--- config.mk ---
export PLATFORM = sky130hd
export DESIGN_NAME = sss_core
export DESIGN_NICKNAME = d
export VERILOG_FILES = /design/src/sss_sequencer.sv /design/src/sss_pkg.sv /design/src/sss_core.sv
export SDC_FILE = /design/constraint.sdc
export NUM_CORES = 1
export LEC_CHECK = 0
export ABC_AREA = 1
export ABC_CLOCK_PERIOD_IN_PS = 4500
export BUFFER_PORTS_ARGS = -buffer_cell sky130_fd_sc_hd__buf_4
export CAP_MARGIN = 30
export CORE_MARGIN = 1
export CORE_UTILIZATION = 30
export CTS_BUF_LIST = sky130_fd_sc_hd__clkbuf_4
export DETAILED_ROUTE_END_ITERATION = 10
export PLACE_DENSITY = 0.49
export SLEW_MARGIN = 20
export SYNTH_ARGS = -nofsm -noshare
export SYNTH_HDL_FRONTEND = slang
export SYNTH_SLANG_ARGS = --single-unit
export TNS_END_PERCENT = 1
--- constraint.sdc ---
create_clock -name i_clk_sys -period 4.5 [get_ports i_clk_sys]
set_input_delay 0.45 -clock i_clk_sys [delete_from_list [all_inputs] [get_ports i_clk_sys]]
set_output_delay 0.45 -clock i_clk_sys [all_outputs]
set_load 0.05 [all_outputs]
--- src/sss_sequencer.sv ---
// holds no logic: the whole safe stop sequencer is built in sss_core.sv

--- src/sss_pkg.sv ---
// package of constants and types for the safe stop sequencer
package sss_pkg;

  // ==========================================================
  // timing
  localparam int unsigned SSS_CLK_MHZ        = 125;        // system clock rate
  localparam int unsigned SSS_DELAY_MAX_W    = 32;         // width of delay counts
  localparam logic [31:0] SSS_DELAY_RST      = 32'h0000_0000; // counter value after reset

  // ==========================================================
  // selection sources
  typedef enum logic [1:0]
  {
    SSS_SRC_COMM  = 2'b00,  // safety communication channel
    SSS_SRC_TERM  = 2'b01,  // fail-safe terminal module
    SSS_SRC_INPUT = 2'b10,  // onboard failsafe_input
    SSS_SRC_PERM  = 2'b11   // permanently selected
  } sss_src_e;

  // extended supervision mode
  typedef enum logic [1:0]
  {
    SSS_MON_RAMP  = 2'b00,  // brake_ramp_check envelope
    SSS_MON_ACCEL = 2'b01,  // accel_check
    SSS_MON_EXT   = 2'b10   // stop_one_external, no supervision
  } sss_mon_e;

  // sequencer states
  typedef enum logic [1:0]
  {
    SSS_ST_RUN   = 2'b00,   // no function active
    SSS_ST_STOP  = 2'b01,   // stop_one delay running
    SSS_ST_TOFF  = 2'b10    // torque_off active
  } sss_state_e;

  // configuration carried as one bundle
  typedef struct packed
  {
    logic       extended;      // 1 = extended stop_one variant
    sss_mon_e   mon_mode;      // supervision choice
    logic       brake_ctl_en;  // brake_control configured
    sss_src_e   ext_src;       // selection source for extended functions
  } sss_cfg_s;

  // selection request bundle, one per source
  typedef struct packed
  {
    logic torque_off;
    logic stop_one;
  } sss_sel_s;

endpackage

--- src/sss_core.sv ---
// safe stop sequencer core: torque_off, stop_one and brake_control sequencing
`timescale 1ns/1ps

module sss_core
  import sss_pkg::*;
#(
  parameter int unsigned SPD_W = 16  // width of signed speed value
)
(
  input  wire logic                       i_clk_sys,        // system clock
  input  wire logic                       i_reset_n,        // synchronous reset, low
  input  wire sss_cfg_s                   i_cfg,            // configuration
  input  wire logic [SSS_DELAY_MAX_W-1:0] i_delay_cycles,   // stop_one delay in cycles
  input  wire sss_sel_s                   i_sel_comm,       // channel selection
  input  wire sss_sel_s                   i_sel_term,       // terminal module selection
  input  wire sss_sel_s                   i_sel_pin,        // failsafe_input pins, async
  input  wire logic                       i_motor_on,       // drive pulses enabled
  input  wire logic signed [SPD_W-1:0]    i_speed,          // actual speed, signed
  input  wire logic [SPD_W-1:0]           i_spd_shutdown,   // shutdown threshold
  input  wire logic [SPD_W-1:0]           i_spd_env,        // ramp envelope limit
  input  wire logic [SPD_W-1:0]           i_accel_tol,      // allowed rise above minimum
  output logic                            o_torque_off,     // remove torque
  output logic                            o_fast_stop_ramp, // brake on fast stop ramp
  output logic                            o_brake_apply,    // brake command to link
  output logic                            o_stop_active,    // delay running
  output logic                            o_violation       // supervision tripped
);

  // ==========================================================
  // input synchronisers
  sss_sel_s pin_s1_r;  // first stage, read only by second
  sss_sel_s pin_s2_r;  // synchronised pin selection

  // pins come from outside the clock domain
  always_ff @(posedge i_clk_sys)
  begin
    if (!i_reset_n)
    begin
      pin_s1_r <= '0;
      pin_s2_r <= '0;
    end
    else
    begin
      pin_s1_r <= i_sel_pin;
      pin_s2_r <= pin_s1_r;
    end
  end

  // ==========================================================
  // source selection
  sss_sel_s sel;  // effective selection

  // basic uses channel or pins; extended uses the configured source
  always_comb
  begin
    sel = i_sel_comm | pin_s2_r;
    if (i_cfg.extended)
    begin
      case (i_cfg.ext_src)
        SSS_SRC_COMM:  sel = i_sel_comm;
        SSS_SRC_TERM:  sel = i_sel_term;
        SSS_SRC_INPUT: sel = pin_s2_r;
        SSS_SRC_PERM:  sel = 2'b01;
        default:       sel = 2'b11;
      endcase
    end
  end

  // ==========================================================
  // speed magnitude and supervision
  logic [SPD_W-1:0] spd_abs;    // speed without sign
  logic [SPD_W-1:0] spd_min_r;  // lowest magnitude seen while braking
  logic [SPD_W:0]   accel_lim;  // minimum plus tolerance, one bit wider
  logic             low_speed;  // below shutdown threshold
  logic             viol;       // supervision tripped this cycle
  logic             ext_mode;   // extended and not external stop
  sss_state_e       state_r;
  sss_state_e       state_nxt;
  logic [SSS_DELAY_MAX_W-1:0] cnt_r;  // elapsed delay cycles
  logic             delay_done;

  // magnitude ignores direction
  assign spd_abs   = i_speed[SPD_W-1] ? SPD_W'(-i_speed) : SPD_W'(i_speed);
  assign low_speed = spd_abs < i_spd_shutdown;
  assign accel_lim = {1'b0, spd_min_r} + {1'b0, i_accel_tol};
  assign ext_mode  = i_cfg.extended && (i_cfg.mon_mode != SSS_MON_EXT);

  // one of two checks; the external option disables both
  always_comb
  begin
    viol = 1'b0;
    if (ext_mode && state_r == SSS_ST_STOP)
    begin
      case (i_cfg.mon_mode)
        SSS_MON_RAMP:  viol = spd_abs > i_spd_env;
        SSS_MON_ACCEL: viol = {1'b0, spd_abs} > accel_lim;
        default:       viol = 1'b0;
      endcase
    end
  end

  // track minimum magnitude; a rise past it plus tolerance means wrong acceleration
  always_ff @(posedge i_clk_sys)
  begin
    if (!i_reset_n)
      spd_min_r <= '1;
    else if (state_r != SSS_ST_STOP)
      spd_min_r <= '1;
    else if (spd_abs < spd_min_r)
      spd_min_r <= spd_abs;
  end

  // ==========================================================
  // delay timer, started at the recognised selection
  assign delay_done = (cnt_r >= i_delay_cycles);

  always_ff @(posedge i_clk_sys)
  begin
    if (!i_reset_n)
      cnt_r <= SSS_DELAY_RST;
    else if (state_r == SSS_ST_RUN)
      cnt_r <= SSS_DELAY_RST;
    else if (!delay_done)
      cnt_r <= cnt_r + SSS_DELAY_MAX_W'(1);
  end

  // ==========================================================
  // sequencer
  always_comb
  begin
    state_nxt = state_r;
    case (state_r)
      SSS_ST_RUN:
      begin
        if (sel.torque_off)
          state_nxt = SSS_ST_TOFF;
        else if (sel.stop_one)
        begin
          // extended variant, except the external option, skips the delay for an idle motor
          if (i_cfg.extended && !i_motor_on && i_cfg.mon_mode != SSS_MON_EXT)
            state_nxt = SSS_ST_TOFF;
          else
            state_nxt = SSS_ST_STOP;
        end
      end
      SSS_ST_STOP:
      begin
        if (sel.torque_off)
          state_nxt = SSS_ST_TOFF;
        else if (!sel.stop_one)
          state_nxt = SSS_ST_RUN;
        else if (viol)
          state_nxt = SSS_ST_TOFF;
        else if (ext_mode && low_speed)
          state_nxt = SSS_ST_TOFF;
        else if (delay_done)
          state_nxt = SSS_ST_TOFF;
      end
      SSS_ST_TOFF:
      begin
        // held until every selection is withdrawn
        if (!sel.torque_off && !sel.stop_one)
          state_nxt = SSS_ST_RUN;
      end
      default: state_nxt = SSS_ST_TOFF;  // unknown code fails safe
    endcase
  end

  always_ff @(posedge i_clk_sys)
  begin
    if (!i_reset_n)
      state_r <= SSS_ST_RUN;
    else
      state_r <= state_nxt;
  end

  // ==========================================================
  // outputs, registered
  always_ff @(posedge i_clk_sys)
  begin
    if (!i_reset_n)
    begin
      o_torque_off     <= 1'b0;
      o_fast_stop_ramp <= 1'b0;
      o_brake_apply    <= 1'b0;
      o_stop_active    <= 1'b0;
      o_violation      <= 1'b0;
    end
    else
    begin
      o_torque_off  <= (state_nxt == SSS_ST_TOFF);
      // brake command leaves with torque_off, same cycle, toward the link
      o_brake_apply <= i_cfg.brake_ctl_en && (state_nxt == SSS_ST_TOFF);
      o_stop_active <= (state_nxt == SSS_ST_STOP);
      // external option leaves braking to the outside controller
      o_fast_stop_ramp <= (state_nxt == SSS_ST_STOP) && i_motor_on
        && !(i_cfg.extended && i_cfg.mon_mode == SSS_MON_EXT);
      // a trip in the withdrawal cycle still shows for one cycle: set wins
      if (viol)
        o_violation <= 1'b1;
      else if (state_nxt == SSS_ST_RUN)
        o_violation <= 1'b0;
    end
  end

  // ==========================================================
  // assertions
  a_toff_follows_sel: assert property (@(posedge i_clk_sys) disable iff (!i_reset_n)
    sel.torque_off |=> o_torque_off)
    else $error("torque_off not taken");
  a_brake_with_toff: assert property (@(posedge i_clk_sys) disable iff (!i_reset_n)
    o_brake_apply |-> o_torque_off)
    else $error("brake applied without torque_off");
  a_brake_cfg_toff: assert property (@(posedge i_clk_sys) disable iff (!i_reset_n)
    (i_cfg.brake_ctl_en && o_torque_off && $stable(i_cfg)) |-> o_brake_apply)
    else $error("brake not applied");
  a_viol_trips: assert property (@(posedge i_clk_sys) disable iff (!i_reset_n)
    (viol && sel.stop_one) |=> o_torque_off && o_violation)
    else $error("violation did not trip");
  a_low_speed_trips: assert property (@(posedge i_clk_sys) disable iff (!i_reset_n)
    (state_r == SSS_ST_STOP && ext_mode && low_speed && sel.stop_one) |=> o_torque_off)
    else $error("low speed did not trip");
  a_delay_trips: assert property (@(posedge i_clk_sys) disable iff (!i_reset_n)
    (state_r == SSS_ST_STOP && delay_done && sel.stop_one) |=> o_torque_off)
    else $error("delay end did not trip");
  a_ext_no_ramp: assert property (@(posedge i_clk_sys) disable iff (!i_reset_n)
    (i_cfg.extended && i_cfg.mon_mode == SSS_MON_EXT) |-> !viol)
    else $error("supervision active in external option");
  a_ramp_needs_stop: assert property (@(posedge i_clk_sys) disable iff (!i_reset_n)
    o_fast_stop_ramp |-> o_stop_active && !o_torque_off)
    else $error("ramp outside stop_one");
  a_toff_holds: assert property (@(posedge i_clk_sys) disable iff (!i_reset_n)
    (o_torque_off && (sel.torque_off || sel.stop_one)) |=> o_torque_off)
    else $error("torque_off dropped while selected");

endmodule

# After elaboration in Yosys (flattened, before gate mapping)
# Cells that the tools add are included.
# op_classes
add_sub_neg	3
multipliers	0
div	0
order_cmp	5
n_eq_ne	11
shift	0
n_mux	17
bitwise_logic	2
n_reduce_logical	21
# ops
op	count
adder 32 x 1 -> 32 bit (second input constant)	1
>= comparator 32 bit	1
< comparator 16 bit	2
2-to-1 mux 2 bit	10
adder 16 x 16 -> 17 bit	1
> comparator 16 x 17 -> 1 bit	1
> comparator 16 bit	1
2-to-1 mux 16 bit	1
negator 16 bit	1
equality test 2 bit (second input constant)	5
logical AND 1 bit	10
equality test 2 x 1 -> 1 bit (second input constant)	4
zero test 2 bit	4
one-hot mux 2 bit (4 select lines)	1
one-hot mux 2 bit (3 select lines)	1
zero test 1 bit	4
OR reduction 2 bit	2
2-to-1 mux 1 bit	3
inequality test 2 x 1 -> 1 bit (second input constant)	1
inequality test 2 bit (second input constant)	1
bitwise OR 2 bit	1
one-hot mux 1 bit (2 select lines)	1
nonzero test 2 bit	1
NOT 1 bit	1
# word_totals
reg_bits	59
latch_bits	0
mem_bits_rw	0
mem_bits_ro	0
out_inout_bits	5
mem_count	0

# Logic depth before layout (Yosys ltp)
# logic_depth
word_depth	12
depth_mapped	28
mapped_depth_nobuf	28

# Worst setup path after synthesis
# OpenSTA, ideal clock, no wires.
# synth_path
path_type	input-to-reg
from	in i_accel_tol[0]
to	reg o_violation
setup_time_ns	0.118
arrival_time_ns	3.310
t_required_ns	4.382
path_slack_ns	1.072
stages	27
path_cell_list	ha_1 fa_1 nand3_1 nand3_1 nand4_1 nand3_1 a31oi_1 o21ai_0 xnor2_1 ha_1 nand2_1 nor2_1 inv_1 nor2_1 nand2_1 nand2_1 nand2_1 nand2_1 nand2_1 nand2_1 nand2_1 nand2_1 nand2_1 a21oi_1 nand3_1 nand2_1 a21oi_1
# synth_between
elab_chain_cells	10
elab_cells_between_ends	11
cone_classes	add/sub (1); order compare (1); mux (7); reduce/logical (2)
# synth_rtl
item	line_no	source
start: declaration	sss_core.sv:21	input wire logic [SPD_W-1:0] i_accel_tol,
adder 16 x 16 -> 17 bit (*)	sss_core.sv:85	assign accel_lim = {1'b0, spd_min_r} + {1'b0, i_accel_tol};
> comparator 16 x 17 -> 1 bit (*)	sss_core.sv:96	SSS_MON_ACCEL: viol = {1'b0, spd_abs} > accel_lim;
one-hot mux 1 bit (2 select lines) (*)	sss_core.sv:94	case (i_cfg.mon_mode)
2-to-1 mux 1 bit (*)	sss_core.sv:92	if (ext_mode && state_r == SSS_ST_STOP)
2-to-1 mux 2 bit	sss_core.sv:152	else if (viol)
2-to-1 mux 2 bit	sss_core.sv:150	else if (!sel.stop_one)
2-to-1 mux 2 bit	sss_core.sv:148	if (sel.torque_off)
one-hot mux 2 bit (3 select lines)	sss_core.sv:132	case (state_r)
zero test 2 bit	sss_core.sv:201	else if (state_nxt == SSS_ST_RUN)
nonzero test 2 bit (no line)	-	
end signal: assignment	sss_core.sv:187	o_violation <= 1'b0;
end signal: assignment	sss_core.sv:200	o_violation <= 1'b1;
end signal: assignment	sss_core.sv:202	o_violation <= 1'b0;
end: declaration	sss_core.sv:26	output logic o_violation
# Mark *: on every way between the ends. The rest lies on a longest branch, timed or not.
# A chain may end at the register's enable or synchronous reset.

# Worst setup path in the final report
# layout_path
from	reg spd_min_r[0]
to	reg o_violation
# layout_between
elab_chain_cells	10
elab_cells_between_ends	11
cone_classes	add/sub (1); order compare (1); mux (7); reduce/logical (2)
# layout_rtl
item	line_no	source
start: declaration	sss_core.sv:72	logic [SPD_W-1:0] spd_min_r;
start signal: assignment	sss_core.sv:110	spd_min_r <= spd_abs;
adder 16 x 16 -> 17 bit (*)	sss_core.sv:85	
> comparator 16 x 17 -> 1 bit (*)	sss_core.sv:96	
one-hot mux 1 bit (2 select lines) (*)	sss_core.sv:94	
2-to-1 mux 1 bit (*)	sss_core.sv:92	
2-to-1 mux 2 bit	sss_core.sv:152	
2-to-1 mux 2 bit	sss_core.sv:150	
2-to-1 mux 2 bit	sss_core.sv:148	
one-hot mux 2 bit (3 select lines)	sss_core.sv:132	
zero test 2 bit	sss_core.sv:201	
nonzero test 2 bit (no line)	-	
# Marked as above.

==> flow_summary.ini <==
[synthesis]
yosys.area.top_type_share_pct = 22.2
synth_area_leaders = ha_1 (22%), dfxtp_1 (19%), nand2_1 (13%)
post_synth_num_cell_types = 40
synthCells = 951
synthMostInstantiatedCell = nand2_1
synth_seq_cells = 59
ys_seq_area_share_pct = 18.7
synth-main-ff-cell = dfxtp_1
avgSynthCellArea_sq_um = 6.65
synth_common_cells = nand2_1 (213), inv_1 (166), ha_1 (112)
synthesis.area_sq_mm = 0.00632
yosysWarnings = 0
synth_edf_count = 0
async_flop_share_pct = 0
yosys.area.top_type = ha_1
synth_fp_nets = 1175

[setup_path]
path_delay_family = simple AND/OR/NAND/NOR gates
slowest_stage = fa_1
crit_buf_inv = 1
cp_common_cell = nand2_1
rrSetupSlack_ns = 0.82
r2r_end = o_violation
critPathMaxStageDelay_ns = 0.41
worstSetupStartpointType = flop
critical_path_required_ns = 4.82
startpoint = spd_min_r[0]
critPathArrivalTime_ns = 4.00
crit_end = o_violation
worstPathMaxFanout = 3
reg2reg_depth = 27
r2r_start = spd_min_r[0]
worstSetupEndpointType = flop
cp.depth = 27
path_class = reg -> reg

[clock_network]
clock_latency_ns = 0.45
ctsRootBufferMaster = clkbuf_4
cts_sinks = 59
cts_buffers = 9
cts_hold_buffers = 0
cts_buffer_depth = 2
cts.repair.resized = 0
cts_tree = done
clk_pin_slew_worst_paths_ns = 0.11
htreeDepth = 3
postCtsSetupBuffers = 0

[global_route]
grt_pass1_wl_microns = 27800
grt_pass1_vias = 5819
grt_overflow = 0
grt_util_all_layers_pct = 16.0
grt_max_degree = 31
antenna_found_initial = 1

[routing]
drcViolationCount = 0
vias_per_cell = 4.56
vias = 6138
ant_nets = 0
wl_microns = 16600
firstDrtPassIters = 4
drt_iter0_drc = 237
wire_per_inst_microns = 12.3

[worst_hold_path]
whs_path_depth = 3
min_path_type = in -> reg

[timing]
period_needed_ns = 3.68
relSlewSlack_pct = 50.4
report.final.hold_viol_count = 0
finalCritPeriodShare_pct = 81.7
skew_ns = 0.0292
worstMarginPinSlew_ns = 0.743
fmax_mhz = 272
setup_viol = 0
rsz0062_at_grt = false
drv_slew = 0
tns_ns = 0

[die]
die_area_sq_mm = 0.0217
dieHeight_microns = 147
io_pins = 116
die_w_microns = 147
coreArea_sq_mm = 0.0204
rows = 52
start_util_pct = 30.9

[layout]
drive_gt1_share_pct = 14.9
fill_cells = 2261
nNetsFinal = 1293
area_delta_synth_final_pct = 21.7
final_util_pct = 37.7
final_cells = 1345

[placement]
place_hpwl_microns = 14100
gpl.final_weighted_congestion = 0.838
dp.cells = 1328
numPortBuffers = 115

[power]
power_density_mw_per_mm2 = 202
ir_worst_vdd_mv = 0.0983
p_leak_nw = 3.95

[flow_run]
drv_cap = 0

[run_status]
status = finished clean
## routing by layer
layer / vias to the layer above / GRT usage, % / wire [microns]
li1: 3390 / - / -
met1: 2618 / 22.6 / 8670
met2: 111 / 25.2 / 7100
met3: 19 / 1.77 / 549
met4: 0 / 5.21 / 276
met5: - / 0 / 0
## sequential cells by signal, summed over array words and instances, names as in the netlist, 2 cells and up
signal and cells:
cnt_r 32, spd_min_r 16, pin_s1_r 2, pin_s2_r 2, state_r 2
## power by group
group,switching (mW),internal [mW]
clock,0.227,0.280
combinational,0.284,0.220
sequential,0.00765,0.534
total,0.519,1.03
## metrics by stage
| step | hold WS, ns | total power, mW | worst slack (ns) | cell area (sq um) |
|---|---|---|---|---|
| CTS | 0.142 | 1.58 | 0.810 | 7690 |
| floorplan | 0.390 | 0.882 | 1.07 | 6320 |
| detailed placement | 0.406 | 1.06 | 0.582 | 7510 |
| global placement | 0.400 | 1.06 | 0.639 | 7510 |
| finish | 0.183 | 1.55 | 0.822 | 7700 |
| global route | 0.168 | 1.67 | 0.317 | 7700 |
## kinds of logic after synthesis
logic type	count (synthesis)	share of synthesized area, %
DFF	59	18.7
adders and majority gates	113	22.5
and+or+nand+nor	389	27.4
xor gates and xnor gates	41	5.68
AOI/OAI and AO/OA	163	14.6
buffers and inverters	186	11.1
## layout make-up
| class | instances | area [sq um] | share of cell area, % |
|---|---|---|---|
| Inverter | 173 | 649 | 8.44 |
| Multi-Input combinational cell | 706 | 4440 | 57.7 |
| Sequential cell | 59 | 1180 | 15.3 |
| Antenna cell | 1 | 2.50 | 0.0325 |
| Clock buffer | 9 | 67.6 | 0.878 |
| Timing Repair Buffer | 120 | 901 | 11.7 |
| Clock inverter | 7 | 116 | 1.51 |
| Tap cell | 270 | 338 | 4.39 |
## how the worst min path moves through the flow
| stage | start | end | slack (ns) |
|---|---|---|---|
| after floorplan | pin_s1_r[0] | pin_s2_r[0] | 0.39 |
| after global placement | pin_s1_r[1] | pin_s2_r[1] | 0.40 |
| after detailed placement | pin_s1_r[1] | pin_s2_r[1] | 0.41 |
| after CTS | i_sel_pin[0] | pin_s1_r[0] | 0.14 |
| after global routing | i_sel_pin[1] | pin_s1_r[1] | 0.17 |
| final | i_sel_pin[0] | pin_s1_r[0] | 0.18 |
## placed cells by master (no fill, tap or decap), types with 8 or more instances in the layout
| master | n |
|---|---|
| a21oi_1 | 87 |
| buf_4 | 120 |
| clkbuf_4 | 9 |
| dfxtp_1 | 59 |
| ha_1 | 112 |
| inv_1 | 166 |
| nand2_1 | 213 |
| nand3_1 | 27 |
| nand4_1 | 24 |
| nor2_1 | 69 |
| nor3_1 | 28 |
| nor4_1 | 8 |
| o211ai_1 | 19 |
| o21ai_0 | 26 |
| xnor2_1 | 12 |
| xor2_1 | 29 |
## worst reg2reg max path, cell delays in order, from the launching register on
cell,delay (ns)
dfxtp_1,0.34
ha_1,0.22
fa_1,0.41
nand3_1,0.09
nand3_1,0.13
nand4_1,0.11
nand3_1,0.13
a31oi_1,0.23
o21ai_0,0.18
xnor2_1,0.17
ha_1,0.30
nand2_1,0.07
nor2_1,0.14
inv_1,0.05
nor2_1,0.10
nand2_1,0.06
nand2_1,0.05
nand2_1,0.04
nand2_1,0.05
nand2_1,0.04
nand2_1,0.05
nand2_1,0.05
nand2_1,0.05
nand2_1,0.07
a21oi_1,0.21
nand3_1,0.11
nand2_1,0.07
a21oi_1,0.05
Power figures use the tool's default switching activity.
